[src/shared/cpdec_defs.svh]
`ifndef CPDEC_DEFS_SVH
`define CPDEC_DEFS_SVH
// ==========================================================
// opcodes
`define CPDEC_OP_TEST_DIR  8'h3d
`define CPDEC_OP_TEST_ACC  8'h4d
`define CPDEC_OP_TEST_IDX  8'h5d
`define CPDEC_OP_TEST_BYTE 8'h6d
`define CPDEC_OP_TEST_IX   8'h7d
`define CPDEC_OP_COPY_XA   8'h9f
`define CPDEC_OP_WAIT      8'h8f
// ==========================================================
// addressing-mode columns (high opcode digit)
`define CPDEC_COL_FULL     4'hc
`define CPDEC_COL_WORD     4'hd
`define CPDEC_COL_BYTE     4'he
`define CPDEC_COL_IX       4'hf
`define CPDEC_COL_DIR_RMW  4'h3
`define CPDEC_COL_DIR_REG  4'hb
`define CPDEC_COL_BYTE_RMW 4'h6
`define CPDEC_COL_IX_RMW   4'h7
// ==========================================================
// condition code bit positions
`define CPDEC_CC_C         0
`define CPDEC_CC_Z         1
`define CPDEC_CC_N         2
`define CPDEC_CC_I         3
`define CPDEC_CC_H         4
`define CPDEC_CC_RESET     5'h08
`define CPDEC_SIGN_BIT     7
// ==========================================================
// cycle counts
`define CPDEC_CYC_COPY     3'h2
`define CPDEC_CYC_ONE      3'h1
`endif

[src/shared/cpdec_pkg.sv]
package cpdec_pkg;
  typedef enum logic [2:0] {
    CPDEC_ST_FETCH,
    CPDEC_ST_OPND_HI,
    CPDEC_ST_OPND_LO,
    CPDEC_ST_EXEC,
    CPDEC_ST_HALT
  } cpdec_state_e;

  typedef enum logic [2:0] {
    CPDEC_AM_IMPL,
    CPDEC_AM_DIR,
    CPDEC_AM_FULL,
    CPDEC_AM_IX,
    CPDEC_AM_BYTE,
    CPDEC_AM_WORD
  } cpdec_mode_e;
endpackage : cpdec_pkg

[src/shared/cpdec_ea_if.sv]
`timescale 1ns/10ps
// ==========================================================
// effective address request and answer
interface cpdec_ea_if;
  import cpdec_pkg::*;
  cpdec_mode_e mode;
  logic [7:0]  hi;
  logic [7:0]  lo;
  logic [7:0]  idx;
  logic [15:0] ea;
  modport core (output mode, output hi, output lo, output idx, input ea);
  modport calc (input mode, input hi, input lo, input idx, output ea);
endinterface : cpdec_ea_if

[src/core/cpdec_ea.sv]
`timescale 1ns/10ps
`include "cpdec_defs.svh"
// ==========================================================
// effective address former
module cpdec_ea
  import cpdec_pkg::*;
(
  cpdec_ea_if.calc ea_port
);
  always_comb
  begin
    unique case (ea_port.mode)
      CPDEC_AM_FULL: ea_port.ea = {ea_port.hi, ea_port.lo};                       // [RULE6]
      CPDEC_AM_WORD: ea_port.ea = {ea_port.hi, ea_port.lo} + {8'h00, ea_port.idx}; // [RULE5]
      CPDEC_AM_BYTE: ea_port.ea = {8'h00, ea_port.hi} + {8'h00, ea_port.idx};     // [RULE7]
      CPDEC_AM_IX:  ea_port.ea = {8'h00, ea_port.idx};
      CPDEC_AM_DIR: ea_port.ea = {8'h00, ea_port.hi};
      default:      ea_port.ea = 16'h0000;
    endcase
  end
endmodule : cpdec_ea

[src/core/cpdec_core.sv]
// Operation
// RULE1: test sets N and Z from operand versus zero; H, I, C kept; five forms.
// RULE2: index-to-accumulator copy loads A from X, flags untouched, two cycles.
// RULE3: wait clears interrupt mask, halts CPU clock, other flags unchanged.
// RULE4: opcode high digit selects addressing column; F, E, D: no, byte, word offset.
// RULE5: word-offset indexed fetches high then low offset, adds index.
// RULE6: full-address mode fetches high then low address, used directly.
// RULE7: byte-offset indexed fetches one offset byte, adds index register.
`timescale 1ns/10ps
`include "cpdec_defs.svh"
module cpdec_core
  import cpdec_pkg::*;
(
  input  wire logic        clock,
  input  wire logic        nrst,
  input  wire logic        fetch_valid,
  input  wire logic [7:0]  fetch_byte,
  input  wire logic [7:0]  mem_data,
  input  wire logic [7:0]  index_in,
  input  wire logic        irq,
  output logic             fetch_req,
  output logic [15:0]      ea,
  output logic             ea_valid,
  output logic [7:0]       acc,
  output logic [4:0]       condition_code_reg,
  output logic             cpu_clock_halt,
  output logic [7:0]       opcode
);
  typedef struct packed {
    cpdec_state_e st;
    cpdec_mode_e  mode;
    logic [7:0]   op;
    logic [7:0]   hi;
    logic [7:0]   lo;
    logic [2:0]   cyc;
    logic [15:0]  ea;
    logic         ea_valid;
    logic [7:0]   acc;
    logic [4:0]   cc;
    logic         halt;
    logic         freq;
  } cpdec_reg_s;

  cpdec_reg_s r;
  cpdec_reg_s next_r;
  cpdec_ea_if ea_bus ();

  // ==========================================================
  // mode decode
  function automatic cpdec_mode_e cpdec_mode_of(input logic [7:0] op);
    unique case (op[7:4])                                                        // [RULE4]
      `CPDEC_COL_IX:       cpdec_mode_of = CPDEC_AM_IX;
      `CPDEC_COL_BYTE:     cpdec_mode_of = CPDEC_AM_BYTE;
      `CPDEC_COL_WORD:     cpdec_mode_of = CPDEC_AM_WORD;
      `CPDEC_COL_FULL:     cpdec_mode_of = CPDEC_AM_FULL;
      `CPDEC_COL_DIR_RMW,
      `CPDEC_COL_DIR_REG:  cpdec_mode_of = CPDEC_AM_DIR;
      `CPDEC_COL_BYTE_RMW: cpdec_mode_of = CPDEC_AM_BYTE;
      `CPDEC_COL_IX_RMW:   cpdec_mode_of = CPDEC_AM_IX;
      default:             cpdec_mode_of = CPDEC_AM_IMPL;
    endcase
  endfunction : cpdec_mode_of

  function automatic logic [4:0] cpdec_nz(input logic [4:0] cc, input logic [7:0] v);
    logic [4:0] t;
    t = cc;
    t[`CPDEC_CC_N] = v[`CPDEC_SIGN_BIT];
    t[`CPDEC_CC_Z] = (v == 8'h00);
    cpdec_nz = t;
  endfunction : cpdec_nz

  assign ea_bus.mode = r.mode;
  assign ea_bus.hi   = r.hi;
  assign ea_bus.lo   = r.lo;
  assign ea_bus.idx  = index_in;

  cpdec_ea u_ea (
    .ea_port (ea_bus.calc)
  );

  // ==========================================================
  // sequencer
  always_comb
  begin
    next_r = r;
    next_r.ea_valid = 1'b0;
    unique case (r.st)
      CPDEC_ST_FETCH:
      begin
        next_r.freq = 1'b1;
        if (fetch_valid)
        begin
          next_r.op   = fetch_byte;
          next_r.mode = cpdec_mode_of(fetch_byte);
          next_r.cyc  = `CPDEC_CYC_ONE;
          unique case (cpdec_mode_of(fetch_byte))
            CPDEC_AM_IMPL, CPDEC_AM_IX:
            begin
              next_r.st   = CPDEC_ST_EXEC;
              next_r.freq = 1'b0;
            end
            default: next_r.st = CPDEC_ST_OPND_HI;
          endcase
        end
      end
      CPDEC_ST_OPND_HI:
      begin
        if (fetch_valid)
        begin
          next_r.hi = fetch_byte;                                               // [RULE5] [RULE6] [RULE7]
          if (r.mode == CPDEC_AM_FULL || r.mode == CPDEC_AM_WORD)
            next_r.st = CPDEC_ST_OPND_LO;
          else
          begin
            next_r.st   = CPDEC_ST_EXEC;
            next_r.freq = 1'b0;
          end
        end
      end
      CPDEC_ST_OPND_LO:
      begin
        if (fetch_valid)
        begin
          next_r.lo   = fetch_byte;                                             // [RULE5] [RULE6]
          next_r.st   = CPDEC_ST_EXEC;
          next_r.freq = 1'b0;
        end
      end
      CPDEC_ST_EXEC:
      begin
        next_r.ea       = ea_bus.ea;
        next_r.ea_valid = (r.mode != CPDEC_AM_IMPL);
        unique case (r.op)
          `CPDEC_OP_TEST_ACC: next_r.cc = cpdec_nz(r.cc, r.acc);                // [RULE1]
          `CPDEC_OP_TEST_IDX: next_r.cc = cpdec_nz(r.cc, index_in);             // [RULE1]
          `CPDEC_OP_TEST_DIR, `CPDEC_OP_TEST_BYTE, `CPDEC_OP_TEST_IX:
            next_r.cc = cpdec_nz(r.cc, mem_data);                               // [RULE1]
          `CPDEC_OP_COPY_XA:
          begin
            next_r.acc = index_in;                                              // [RULE2]
          end
          `CPDEC_OP_WAIT:
          begin
            next_r.cc[`CPDEC_CC_I] = 1'b0;                                      // [RULE3]
            next_r.halt = 1'b1;                                                 // [RULE3]
          end
          default: next_r.cc = r.cc;
        endcase
        if (r.op == `CPDEC_OP_COPY_XA && r.cyc != `CPDEC_CYC_COPY)
          next_r.cyc = r.cyc + `CPDEC_CYC_ONE;                                  // [RULE2]
        else if (r.op == `CPDEC_OP_WAIT)
          next_r.st = CPDEC_ST_HALT;
        else
        begin
          next_r.st   = CPDEC_ST_FETCH;
          next_r.freq = 1'b1;
        end
        if (r.op == `CPDEC_OP_COPY_XA && r.cyc != `CPDEC_CYC_COPY)
          next_r.acc = r.acc;
      end
      CPDEC_ST_HALT:
      begin
        // clock stays stopped until an interrupt wakes the core
        if (irq)
        begin
          next_r.halt = 1'b0;
          next_r.st   = CPDEC_ST_FETCH;
          next_r.freq = 1'b1;
        end
      end
      default: next_r.st = CPDEC_ST_FETCH;
    endcase
  end

  always_ff @(posedge clock)
  begin
    if (!nrst)
    begin
      r      <= '0;
      r.st   <= CPDEC_ST_FETCH;
      r.mode <= CPDEC_AM_IMPL;
      r.cc   <= `CPDEC_CC_RESET;
      r.freq <= 1'b1;
    end
    else
      r <= next_r;
  end

  assign fetch_req          = r.freq;
  assign ea                 = r.ea;
  assign ea_valid           = r.ea_valid;
  assign acc                = r.acc;
  assign condition_code_reg = r.cc;
  assign cpu_clock_halt     = r.halt;
  assign opcode             = r.op;
endmodule : cpdec_core

[config.mk]
export PLATFORM = sky130hd
export DESIGN_NAME = cpdec_core
export DESIGN_NICKNAME = d
export VERILOG_FILES = /design/src/shared/cpdec_pkg.sv /design/src/shared/cpdec_ea_if.sv /design/src/core/cpdec_ea.sv /design/src/core/cpdec_core.sv
export VERILOG_INCLUDE_DIRS = /design/src /design/src/shared
export SDC_FILE = /design/constraint.sdc
export NUM_CORES = 1
export LEC_CHECK = 0
export CORE_UTILIZATION = 65
export DETAILED_ROUTE_END_ITERATION = 7
export DONT_BUFFER_PORTS = 1
export PLACE_DENSITY_LB_ADDON = 0.25
export RECOVER_POWER = 50
export SETUP_SLACK_MARGIN = 0.4
export SLEW_MARGIN = 30
export SYNTH_ARGS = -nofsm -noshare
export SYNTH_HDL_FRONTEND = slang
export SYNTH_SLANG_ARGS = --single-unit
[constraint.sdc]
create_clock -name clock -period 3.4 [get_ports clock]
set_input_delay 0.51 -clock clock [delete_from_list [all_inputs] [get_ports clock]]
set_output_delay 0.51 -clock clock [all_outputs]
set_load 0.01 [all_outputs]
# Word-level counts from Yosys, hierarchy flattened
# Memories as Yosys holds them, arrays and structs flattened.
# Index checks and enable logic that the tools add are counted.
[classes]
addsub = 3
n_mul = 0
n_div = 0
n_lt_le_gt_ge = 0
eq_ne = 27
shift = 0
mux = 27
bitwise_logic = 1
n_reduce_logical = 25
[op_table]
columns = ["cell", "count"]
rows = [
  ["$pmux W16 S5", 1],
  ["$eq A8 B7 Y1 const B", 4],
  ["$mux W3", 9],
  ["$logic_not A8 Y1", 3],
  ["$ne A2 B2 Y1 const B", 9],
  ["$add A16 B8 Y16", 1],
  ["$eq A8 B8 Y1 const B", 2],
  ["$eq A3 B2 Y1 const B", 5],
  ["$pmux W3 S5", 1],
  ["$mux W14", 1],
  ["$reduce_and A2 Y1", 6],
  ["$add A8 B8 Y9", 1],
  ["$eq A3 B3 Y1 const B", 3],
  ["$mux W1", 9],
  ["$pmux W3 S3", 1],
  ["$reduce_and A3 Y1", 3],
  ["$eq A8 B6 Y1 const B", 1],
  ["$reduce_and A7 Y1", 1],
  ["$eq A3 B1 Y1 const B", 2],
  ["$logic_not A3 Y1", 2],
  ["$pmux W3 S2", 1],
  ["$reduce_bool A3 Y1", 2],
  ["$pmux W1 S5", 1],
  ["$reduce_and A5 Y1", 1],
  ["other kinds (11)", 13],
]
[word_totals]
register_bits = 63
latch_bits = 0
ramBits = 0
romBits = 96
in_bits = 28
output_inout_bits = 40
wordCells = 98
mem_count = 2
[mem_list]
columns = ["memory", "words", "word_bits", "rd", "rd_ports_with_merged_regs", "write_ports", "line_no", "text"]
rows = [
  ["(no name shown)", 16, 3, 1, 0, 0, "cpdec_core.sv:51", "unique case (op[7:4])"],
  ["(no name shown)", 16, 3, 1, 0, 0, "cpdec_core.sv:51", ""],
]

# Longest topological paths before layout
# Gate-level depths: netlist of the first run.
# An unclocked memory read counts as a cell.
[depth]
word_depth = 8
mapped_depth = 9
depth_no_buf = 9

# Modules after synthesis
# From an unflattened synthesis of the first run, not the netlist that was laid out.
[unflattened]
cells_unflattened = 531
area_unflattened_um2 = 4325.4
[by_module_without_submodules]
columns = ["module", "instances", "cells_per_inst", "area_per_inst_um2", "seq_area_each_um2"]
rows = [
  ["cpdec_core", 1, 369, 3171.8, 1261.2],
  ["cpdec_ea", 1, 162, 1153.6, 0.0],
]

# Least setup slack after synthesis of the first run
# No wires, ideal clock.
[synth_timing]
path_type = "input-to-reg"
startpoint = "input port index_in[4]"
endpoint = "register r (netlist bit ea[15])"
setup_time_ps = 119
t_arrival_ps = 1928
required_time_ps = 3281
path_slack_ps = 1354
path_stages = 7
n_path_buf = 0
cell_sequence = "ha_1 nand4_1 a21oi_1 nor3_1 nor4_1 mux2i_1 o221a_2"
[synth_via]
elab_chain_len = 2
[synth_lines]
columns = ["item", "line_no", "text"]
rows = [
  ["from (decl)", "cpdec_core.sv:19", "input wire logic [7:0] index_in,"],
  ["$add A16 B8 Y16", "cpdec_ea.sv:14", "CPDEC_AM_WORD: ea_port.ea = {ea_port.hi, ea_port.lo} + {8'h00, ea_port.idx};"],
  ["$pmux W16 S5", "cpdec_ea.sv:12", "unique case (ea_port.mode)"],
  ["to (signal assigned)", "cpdec_core.sv:186", "r <= next_r;"],
  ["to (decl)", "cpdec_core.sv:44", "cpdec_reg_s r;"],
]
# No other way between the ends.
# A chain may end at the register's enable or synchronous reset.

# Worst setup path after layout of the first run
[layout_timing]
startpoint = "register, netlist name ea_bus.mode[2]"
endpoint = "register r (netlist bit ea[3])"
[layout_via]
elab_chain_len = 2
elab_cells_between_ends = 6
cone_classes = "eq/ne: 5; mux: 1"
[layout_lines]
columns = ["item", "line_no"]
rows = [
  ["$eq A3 B1 Y1 (tied with other cells)", "cpdec_ea.sv:12"],
  ["$pmux W16 S5 *", "cpdec_ea.sv:12"],
]
# Mark *: on every way between the ends. The rest lies on a longest branch, timed or not.

==> run metrics, run 1 <==
PortBufs 0; Setup Total Neg Slack 0 ns; P_leak 1.566 nW; fillers 519; TritonCTS buffer count 9; post-DR wirelength/cell 18.67 um; vias in the first global route 3,229; WL final 10,270 um; Post-route DRC 0; routability cong. 1.004; detailed-route vias per instance 6.527; CTS tree done; R2R depth 4; Worst setup startpoint ea_bus.mode[2]; Peak VDD IR 353.7 uV; GRT Util Overall 0.3199; hold depth 1; Slew @ Worst Pin 0.9019 ns; DP HPWL 7653 um; Die H 82.44 um; share of cells above drive strength 1 0.07579; Syn Std Cell Area 4205 um^2; CP Launch Type flip-flop; number of synthesized flops with an enable pin 0; Hold WS 0.2427 ns; Final nets 520; mean post-synth cell area 8.181 um^2; Gates resized, CTS repair 0; Unique masters post-synth 67; Synth Warn # 0; Skew-Pair Late Insertion Delay 0.34 ns; # IOs 68; Final period util 0.6607; Initial DRT Pass Iterations 5; post-CTS setup buffers 0; #FFs+latches synth 63; Top FF cell, synth dfxtp_1; root buffer cell clkbuf_8; fin. max-slew vios 0; Gate Count Post-Synth 514; minimum clock period 2.246 ns; critical path class flip-flop to flip-flop; Setup WS pre-CTS 1.169 ns; Setup violations, final 0; PD cells 394.5 nW/um^2; Die X 82.44 um; Max Cap Viol 0; crit-path max FO 18; H-tree depth 3; initial DRC count 365; Row Count 28; Hold Vio Cnt, Final 0; share of flip-flops with an asynchronous set or reset 0; max reg flops 16; status finished clean; Via Count 3,590; Syn-to-layout area delta -1.785%; Core Region 6096 um^2; skew final 0.009567 ns; die area 6796 um^2; first-pass GRT wire length 15,800 um; Crit path required time 3.68 ns; total gr overflow 0; Clock Sinks 63; hold crit path type input port to flip-flop; diode count 0; Final ANT Viol Nets 0; largest net degree at the start of global routing 22; CP Capture Type flip-flop; Initial Util 0.6899; Seq/Total Area, Yosys 0.2999; Worst EP arrival 2.53 ns; Slew Limit Headroom 0.3955; Clock Tree Buf Depth 2; fmax 0.4452 GHz; clock-pin slew on the worst setup and hold paths 0.07 ns; worst setup margin 1.154 ns; reg2reg start ea_bus.mode[2]; Hold Crit Start nrst; RSZ-0062 raised after global routing no; initial antenna violation count 0; hold_buf cts 0
## report_power, final
group / internal (mW) / switching (mW)
clock: 0.324 / 0.289
sequential: 0.761 / 0.0511
combinational: 0.0845 / 0.120
## through the flow
stage / utilization / area [um^2] / total power [mW] / instances
5_1_grt: 0.6775 / 4130 / 1.704 / 550
6_report: 0.6775 / 4130 / 1.629 / 550
2_1_floorplan: - / 4209 / 1.001 / 515
3_5_place_dp: 0.6470 / 3944 / 1.029 / 534
4_1_cts: 0.6788 / 4138 / 1.640 / 550
3_3_place_gp: 0.6470 / 3944 / 1.022 / 534
## cell type report
type                            count  area, um^2  area share
Clock buffer                       12       165.2     0.03999
Clock inverter                      4       28.78    0.006968
Inverter                           17       63.81     0.01545
Multi-Input combinational cell    372        2472      0.5986
Sequential cell                    63        1261      0.3054
Tap cell                           75       93.84     0.02272
Timing Repair Buffer                7       45.04     0.01091
## kinds of logic (layout without fill, tap and decap cells)
kind of cell	Yosys count	in the layout	share of synthesized area
and+or+nand+nor	170	170	0.1996
AOI/OAI and AO/OA	128	128	0.2005
buffers and inverters	80	40	0.1131
DFF	63	63	0.2999
muxes	36	36	0.08747
adders and majority gates	23	23	0.07141
xor gates and xnor gates	13	13	0.02708
other	1	2	0.0008917
## layout by cell type (no fill, tap or decap), types with 4 or more instances in the layout
cell	netlist	routed
dfxtp_1	63	63
nor2_1	55	55
nand2_1	49	49
a21oi_1	39	39
mux2i_1	30	30
o21ai_0	24	24
ha_1	20	20
inv_1	16	16
nor3_1	13	13
clkbuf_8	0	12
a22oi_1	10	10
xor2_1	8	8
a211oi_1	7	7
nand4_1	7	7
o22ai_1	7	7
nand3_1	6	6
mux2_2	6	6
a31oi_1	6	6
xnor2_1	5	5
nor2b_1	5	5
nor4_1	5	5
buf_4	42	5
nand2b_1	4	4
nand3b_1	4	4
and2_1	4	4
a21o_1	4	4
## layer usage
| layer | track usage | vias up | wire, um |
|---|---|---|---|
| li1 | - | 1720 | - |
| met1 | 0.3811 | 1651 | 4149 |
| met2 | 0.5165 | 187 | 4703 |
| met3 | 0.1110 | 32 | 1040 |
| met4 | 0.1456 | 0 | 376 |
| met5 | 0 | - | 0 |
## final timing paths
| check | endpoint | slack [ns] |
|---|---|---|
| hold reg to reg | condition_code_reg[3] | 0.52 |
| setup / recovery | ea[3] | 1.15 |
| setup reg to reg | ea[3] | 1.15 |
| hold / removal | condition_code_reg[3] | 0.24 |
## worst max-delay path: stages (launching register included)
cell,delay [ns]
dfxtp_1,0.83
nor2b_1,0.49
nand2b_1,0.21
o32ai_1,0.44
a221o_1,0.21
## synthesized netlist by cell type, types with 4 or more instances
library cell / instances / area (um^2)
nand3_1: 6 / 30.03
o22ai_1: 7 / 43.79
o21ai_0: 24 / 120.1
nor2_1: 55 / 206.5
a21o_1: 4 / 30.03
a21oi_1: 39 / 195.2
nor3_1: 13 / 65.06
a22oi_1: 10 / 75.07
buf_4: 42 / 315.3
nand4_1: 7 / 43.79
nor4_1: 5 / 31.28
mux2i_1: 30 / 300.3
a211oi_1: 7 / 52.55
xor2_1: 8 / 70.07
nand2b_1: 4 / 25.02
nand3b_1: 4 / 30.03
a31oi_1: 6 / 37.54
clkbuf_1: 16 / 60.06
mux2_2: 6 / 67.56
inv_1: 16 / 60.06
nor2b_1: 5 / 31.28
dfxtp_1: 63 / 1261
ha_1: 20 / 250.2
nand2_1: 49 / 183.9
xnor2_1: 5 / 43.79
and2_1: 4 / 25.02
Note: power is estimated with default switching activity, not from simulation.
==> run 2, diff against run 1 <==
CORE_UTILIZATION = 64   (was 65)
clock period = 2.2 ns   (was 3.4 ns; I/O delays follow)
==> run 2 against run 1 <==
Effect of this change: power up 58%; critical path depth grew 2; first-iteration DRC count is 22% lower; cell count is 6.7% higher; core utilization rose by 6.2 points; fmax is 18% higher; routed wire length rose by 16%; register-to-register slack worse by 0.86 ns; critical endpoint is now ea_bus.mode[2].
==> run metrics, run 2 (synthesized netlist as in run 1, its figures left out) <==
Clock Tree Buf Depth 2 (unchanged); Die H 83.06 um (+0.76%); skew final 0.01893 ns (+0.009367 ns); Post-route DRC 0 (unchanged); CTS tree done; diode count 0 (unchanged); Clock Sinks 63 (unchanged); post-DR wirelength/cell 20.22 um (+8.3%); # IOs 68 (unchanged); Worst EP arrival 2.17 ns (-0.36 ns); CP Launch Type flip-flop; die area 6899 um^2 (+1.5%); detailed-route vias per instance 6.545 (+0.27%); initial DRC count 284 (-22%); Crit path required time 2.46 ns (-1.22 ns); area occupied by multi-input gates 2764 um^2 (+12%); most frequent cells in the layout nor2_1, dfxtp_1, nand2_1, buf_4; commonest non-fill, non-tap cell in the layout nor2_1; Final nets 557 (+7.1%); Via Count 3,842 (+7.0%); hold_buf cts 0 (unchanged); Hold Vio Cnt, Final 0 (unchanged); status finished clean; grt met1 use 0.4267 (+0.04558); RSZ-0062 raised after global routing yes; fmax 0.5246 GHz (+18%); Core Region 6350 um^2 (+4.2%); Row Count 29 (+3.6%); fin. max-slew vios 0 (unchanged); GRT Util Overall 0.3390 (+0.01905); Setup violations, final 0 (unchanged); Initial DRT Pass Iterations 5 (unchanged); Slew Limit Headroom 0.5448 (+0.1493); share of cells above drive strength 1 0.2490 (+0.1732); first-pass GRT wire length 18,530 um (+17%); fillers 455 (-12%); minimum clock period 1.906 ns (-0.3403 ns); root buffer cell clkbuf_8; routability cong. 0.9993 (-0.46%); crit-path max FO 14 (-4); initial antenna violation count 0 (unchanged); Slew @ Worst Pin 0.6828 ns (-0.2190 ns); Final period util 0.8664 (+0.2057); Syn-to-layout area delta 11.69%; clock-pin slew on the worst setup and hold paths 0.07 ns (about the same); TritonCTS buffer count 9 (unchanged); met3 usage in global routing 0.08052 (-0.03047); DP HPWL 8178 um (+6.9%); total gr overflow 0 (unchanged); Final ANT Viol Nets 0 (unchanged); P_leak 1.770 nW (+13%); Setup Total Neg Slack 0 ns (unchanged); critical path class flip-flop to flip-flop; largest net degree at the start of global routing 40 (+82%); GRT met2 Usage 0.5306 (+0.01402); grt peak-use layer met2; vias in the first global route 3,697 (+14%); Register Area 1287 um^2 (+2.1%); Die X 83.06 um (+0.76%); Max Cap Viol 0 (unchanged); CP Capture Type flip-flop; Peak VDD IR 512.4 uV (+45%); Skew-Pair Late Insertion Delay 0.36 ns (+0.02 ns); max reg flops 16 (unchanged); H-tree depth 3 (unchanged); Initial Util 0.6623 (-0.02759); fin util 0.7397 (+0.06216); PD cells 547.7 nW/um^2 (+39%); PortBufs 0 (unchanged); WL final 11,870 um (+16%); hold crit path type input port to flip-flop
run 2: cell types whose count changed in the layout (fill, tap and decap cells not counted), sizes merged:
cell	previous run	this run
buf	5	39
clkbuf	14	16
clkinvlp	2	1
run 2: metrics by stage:
step           setup WS (ns)  hold WS (ns)  power [mW]  cell area (um^2)  instances
2_1_floorplan         0.3467        0.4372       1.547              4218        515
5_1_grt               0.1347       0.07075       2.661              4697        587
4_1_cts               0.3241       0.06264       2.522              4466        574
3_3_place_gp          0.1420        0.4176       1.607              4068        551
3_5_place_dp          0.1126        0.4138       1.618              4068        551
6_report              0.2939       0.07289       2.573              4697        587
run 2: area by class of cell:
type | instances | share of cell area
Multi-Input combinational cell | 372 | 0.5884
Sequential cell | 63 | 0.2741
Timing Repair Buffer | 44 | 0.06873
Clock buffer | 11 | 0.03010
Tap cell | 77 | 0.02051
Inverter | 17 | 0.01359
Clock inverter | 3 | 0.004529
run 2: critical path, cell delays in order (launching register included):
cell	delay [ns]
dfxtp_1	0.33
clkbuf_1	0.19
nand2b_1	0.22
nor3_1	0.14
clkbuf_1	0.55
nand3_1	0.18
a21oi_1	0.21
run 2: path summary, 6_finish.rpt:
kind,start,end,slack [ns],cells past startpoint
worst max-delay path,r[64],ea_bus.mode[2],0.29,6
worst min-delay path,nrst,condition_code_reg[3],0.07,1
worst min register to register,r[32],r[32],0.48,1
worst max register to register,r[64],ea_bus.mode[2],0.29,6
run 2: repair_timing:
item	4_1_cts	5_1_grt
gates cloned	0	0
pin swaps	10	28
endpoints found under the setup margin	29	28
gates resized for setup	42	46
buffers inserted	9	13
run 2: routing by layer:
metal / up-vias / part of all wire
li1: 1785 / -
met1: 1804 / 0.41
met2: 201 / 0.46
met3: 52 / 0.083
met4: 0 / 0.050
met5: - / 0
run 2: power by group:
part           internal [mW]  switching (mW)
Sequential              1.18          0.0572
Clock                  0.428           0.470
Combinational          0.191           0.250
==> run 3, diff against run 2 <==
ABC_AREA = 1   (was unset)
GPL_TIMING_DRIVEN = 0   (was unset)
==> run 3 against run 2 <==
Effect of this change: non-clock buffer count up 22; hold slack gained 0.017 ns; sequential share of layout area is 0.65 points lower; core utilization rose by 0.99 points; first-iteration DRC count is 4.9% higher; critical path type unchanged; critical endpoint is now ea[6]; highest routed layer unchanged.
==> run metrics, run 3 <==
die area 7019 um^2 (+1.7%); Final ANT Viol Nets 0 (unchanged); CP Launch Type flip-flop; fin. max-slew vios 0 (unchanged); mean post-synth cell area 6.476 um^2 (-21%); Hold Vio Cnt, Final 0 (unchanged); most frequent CP cell nand2_1; detailed-route vias per instance 5.943 (-9.2%); crit-path cells ha_4 -> inv_2 -> fa_2 -> inv_2 -> nand2_2 -> nand2_2 -> nand4_1 -> nand2_1 -> nand2_1 -> nand3_1 -> nand3_2 -> nand2_1 -> a21oi_1; Synth Warn # 0 (unchanged); Post-Place Cells 739 (+34%); fin cells 766 (+30%); Max Cap Viol 0 (unchanged); TritonCTS buffer count 9 (unchanged); DP HPWL 9353 um (+14%); Slew Limit Headroom 0.5087 (-0.03610); hold depth 1 (unchanged); initial antenna violation count 0 (unchanged); main combinational cell family by area after synthesis simple AND/OR/NAND/NOR gates; routability cong. 0.9369 (-6.2%); Cell Area, Placed 4400 um^2 (+8.2%); first-pass GRT wire length 20,620 um (+11%); Design Power 4.255 mW (+65%); fin util 0.7496 (+0.009904); Slew @ Worst Pin 0.7330 ns (+0.05016 ns); fmax 0.5471 GHz (+4.3%); hold crit path type input port to flip-flop; Syn-to-layout area delta 11.84%; GRT Util Overall 0.3728 (+0.03383); root buffer cell clkbuf_8; R2R depth 13 (+7); Clock Sinks 63 (unchanged); reg2reg end ea[6]; synth cell count leaders nand2_1, inv_1, a21oi_1; minimum clock period 1.828 ns (-0.07840 ns); status finished clean; most frequent cell after synthesis nand2_1; commonest non-fill, non-tap cell in the layout nand2_1; max reg flops 16 (unchanged); Clock Tree Buf Depth 2 (unchanged); Yosys top cell by area dfxtp_1; critical path class flip-flop to flip-flop; crit-path max FO 3 (-11); CTS tree done; initial DRC count 298 (+4.9%); Core Region 6386 um^2 (+0.57%); Worst EP arrival 2.04 ns (-0.13 ns); Post-Synth Adder-Cell Area 0.06782 (-0.003591); # IOs 68 (unchanged); number of synthesized flops with an enable pin 0 (unchanged); area fraction in compound gates after synthesis 0.1555 (-0.04503); share of cells above drive strength 1 0.1292 (-0.1198); fin area 4787 um^2 (+1.9%); Top FF cell, synth dfxtp_1; Final nets 734 (+32%); share of flip-flops with an asynchronous set or reset 0 (unchanged); Initial Util 0.6703 (+0.007993); P_leak 2.071 nW (+17%); WL final 12,930 um (+8.9%); Skew-Pair Late Insertion Delay 0.34 ns (-0.02 ns); Final period util 0.8308 (-0.03564); largest net degree at the start of global routing 13 (-68%); Synth Area in XOR/XNOR 0.002046 (-0.02503); CP Capture Type flip-flop; reg2reg start ea_bus.hi[0]; Via Count 4,552 (+18%); diode count 0 (unchanged); #FFs+latches synth 63 (unchanged); synth top area cells dfxtp_1, nand2_1, a21oi_1, nand3_1, buf_4; simple logic cell fraction of the synthesized area 0.3253 (+0.1257); H-tree depth 3 (unchanged); Row Count 29 (unchanged); fillers 558 (+23%); Worst R2R Setup Slack 0.37 ns (+0.08 ns); Crit-path slowest cell dfxtp_2; skew final 0.007124 ns (-0.01181 ns); Hold Crit Start irq; Syn Std Cell Area 4280 um^2 (+1.8%); mux cell area share after synthesis 0 (-0.08747); CP peak stage delay 0.36 ns (-0.19 ns); worst hold endpoint cpu_clock_halt; Setup Total Neg Slack 0 ns (unchanged); clock-pin slew on the worst setup and hold paths 0.08 ns (about the same); Initial DRT Pass Iterations 6 (+1); Die H 83.78 um (+0.87%); share of Yosys cell area claimed by the top area cell type 0.2947 (-0.005260); PortBufs 0 (unchanged); Peak VDD IR 665.8 uV (+30%); PD cells 888.8 nW/um^2 (+62%); Register Area 1281 um^2 (-0.49%); Unique masters post-synth 35 (-48%); Seq/Total Area, Yosys 0.2947 (-0.005260); Gate Count Post-Synth 661 (+29%); RSZ-0062 raised after global routing yes; hold_buf cts 0 (unchanged); Post-route DRC 0 (unchanged); total gr overflow 0 (unchanged); vias in the first global route 4,303 (+16%); most frequent cells in the layout nand2_1, inv_1, a21oi_1, nand3_1, dfxtp_1; area occupied by multi-input gates 2564 um^2 (-7.2%); Crit path required time 2.41 ns (-0.05 ns); post-DR wirelength/cell 16.87 um (-17%); Setup violations, final 0 (unchanged); Die X 83.78 um (+0.87%)
## run 3: changes by cell type in the layout (fill, tap and decap cells not counted), moves of 8 or more
cell,previous run,this run
a21oi_1,30,65
a21oi_2,9,1
buf_4,36,14
clkbuf_1,6,48
inv_1,16,72
mux2i_1,30,0
nand2_1,47,154
nand3_1,5,56
nand3_2,1,9
nor2_1,54,45
o21ai_0,16,31
## run 3: kinds of logic (layout without fill, tap and decap cells)
group / after synthesis / count (layout)
compound gates: 124 / 124
flops: 63 / 63
other cells: 1 / 2
xor+xnor: 1 / 1
fa+ha+maj: 22 / 22
simple gates: 313 / 313
buf+inv: 137 / 164
## run 3: per-layer routing
metal / global-route usage / wire length, um / part of all wire
met4: 0.2234 / 709 / 0.055
met1: 0.4590 / 5144 / 0.40
met3: 0.06528 / 992 / 0.077
met5: 0 / 0 / 0
met2: 0.6083 / 6078 / 0.47
## run 3: worst max-delay path: cells and delay by family, from the launching register on
family | cells | cell delay, ns
flip-flops | 1 | 0.36
buffers and inverters | 2 | 0.10
AND/OR/NAND/NOR | 8 | 0.68
AO/OA/AOI/OAI | 1 | 0.06
adder cells (fa/ha/maj) | 2 | 0.48
## run 3: what timing repair did
action	4_1_cts	5_1_grt
buffers inserted	6	5
endpoints found under the setup margin	8	38
pin swaps	10	11
resized for setup	24	34
## run 3: through the flow
step | hold WS (ns) | worst slack (ns)
after floorplan | 0.4200 | 0.4206
after global placement | 0.4320 | 0.1793
after detailed placement | 0.4418 | 0.1515
after CTS | 0.07838 | 0.3951
after global routing | 0.08073 | 0.1725
final | 0.08996 | 0.3723
## run 3: worst max-delay path by stage
| stage | end | cells after the start | startpoint | slack, ns |
|---|---|---|---|---|
| 3_5_place_dp | ea[4] | 11 | ea_bus.hi[1] | 0.15 |
| 6_report | ea[6] | 13 | ea_bus.hi[0] | 0.37 |
| 2_1_floorplan | ea[4] | 10 | ea_bus.lo[0] | 0.42 |
| 4_1_cts | ea[4] | 12 | ea_bus.hi[0] | 0.40 |
| 5_1_grt | fetch_req | 8 | r[64] | 0.17 |
| 3_3_place_gp | ea[4] | 11 | ea_bus.hi[1] | 0.18 |
## run 3: where the power goes
part	switching, mW	leakage [nW]	total [mW]	internal (mW)
Clock	0.502	0.109	1.18	0.675
Sequential	0.189	0.517	1.49	1.30
Combinational	1.04	1.45	1.59	0.542
Total	1.73	2.07	4.25	2.52
## run 3: layout make-up
class                           instances  area share
Tap cell                               77     0.02013
Buffer                                 55     0.04705
Sequential cell                        63      0.2676
Multi-Input combinational cell        462      0.5355
Timing Repair Buffer                   11     0.01725
Inverter                               82     0.06430
Clock inverter                          6     0.01934
Clock buffer                           10     0.02875
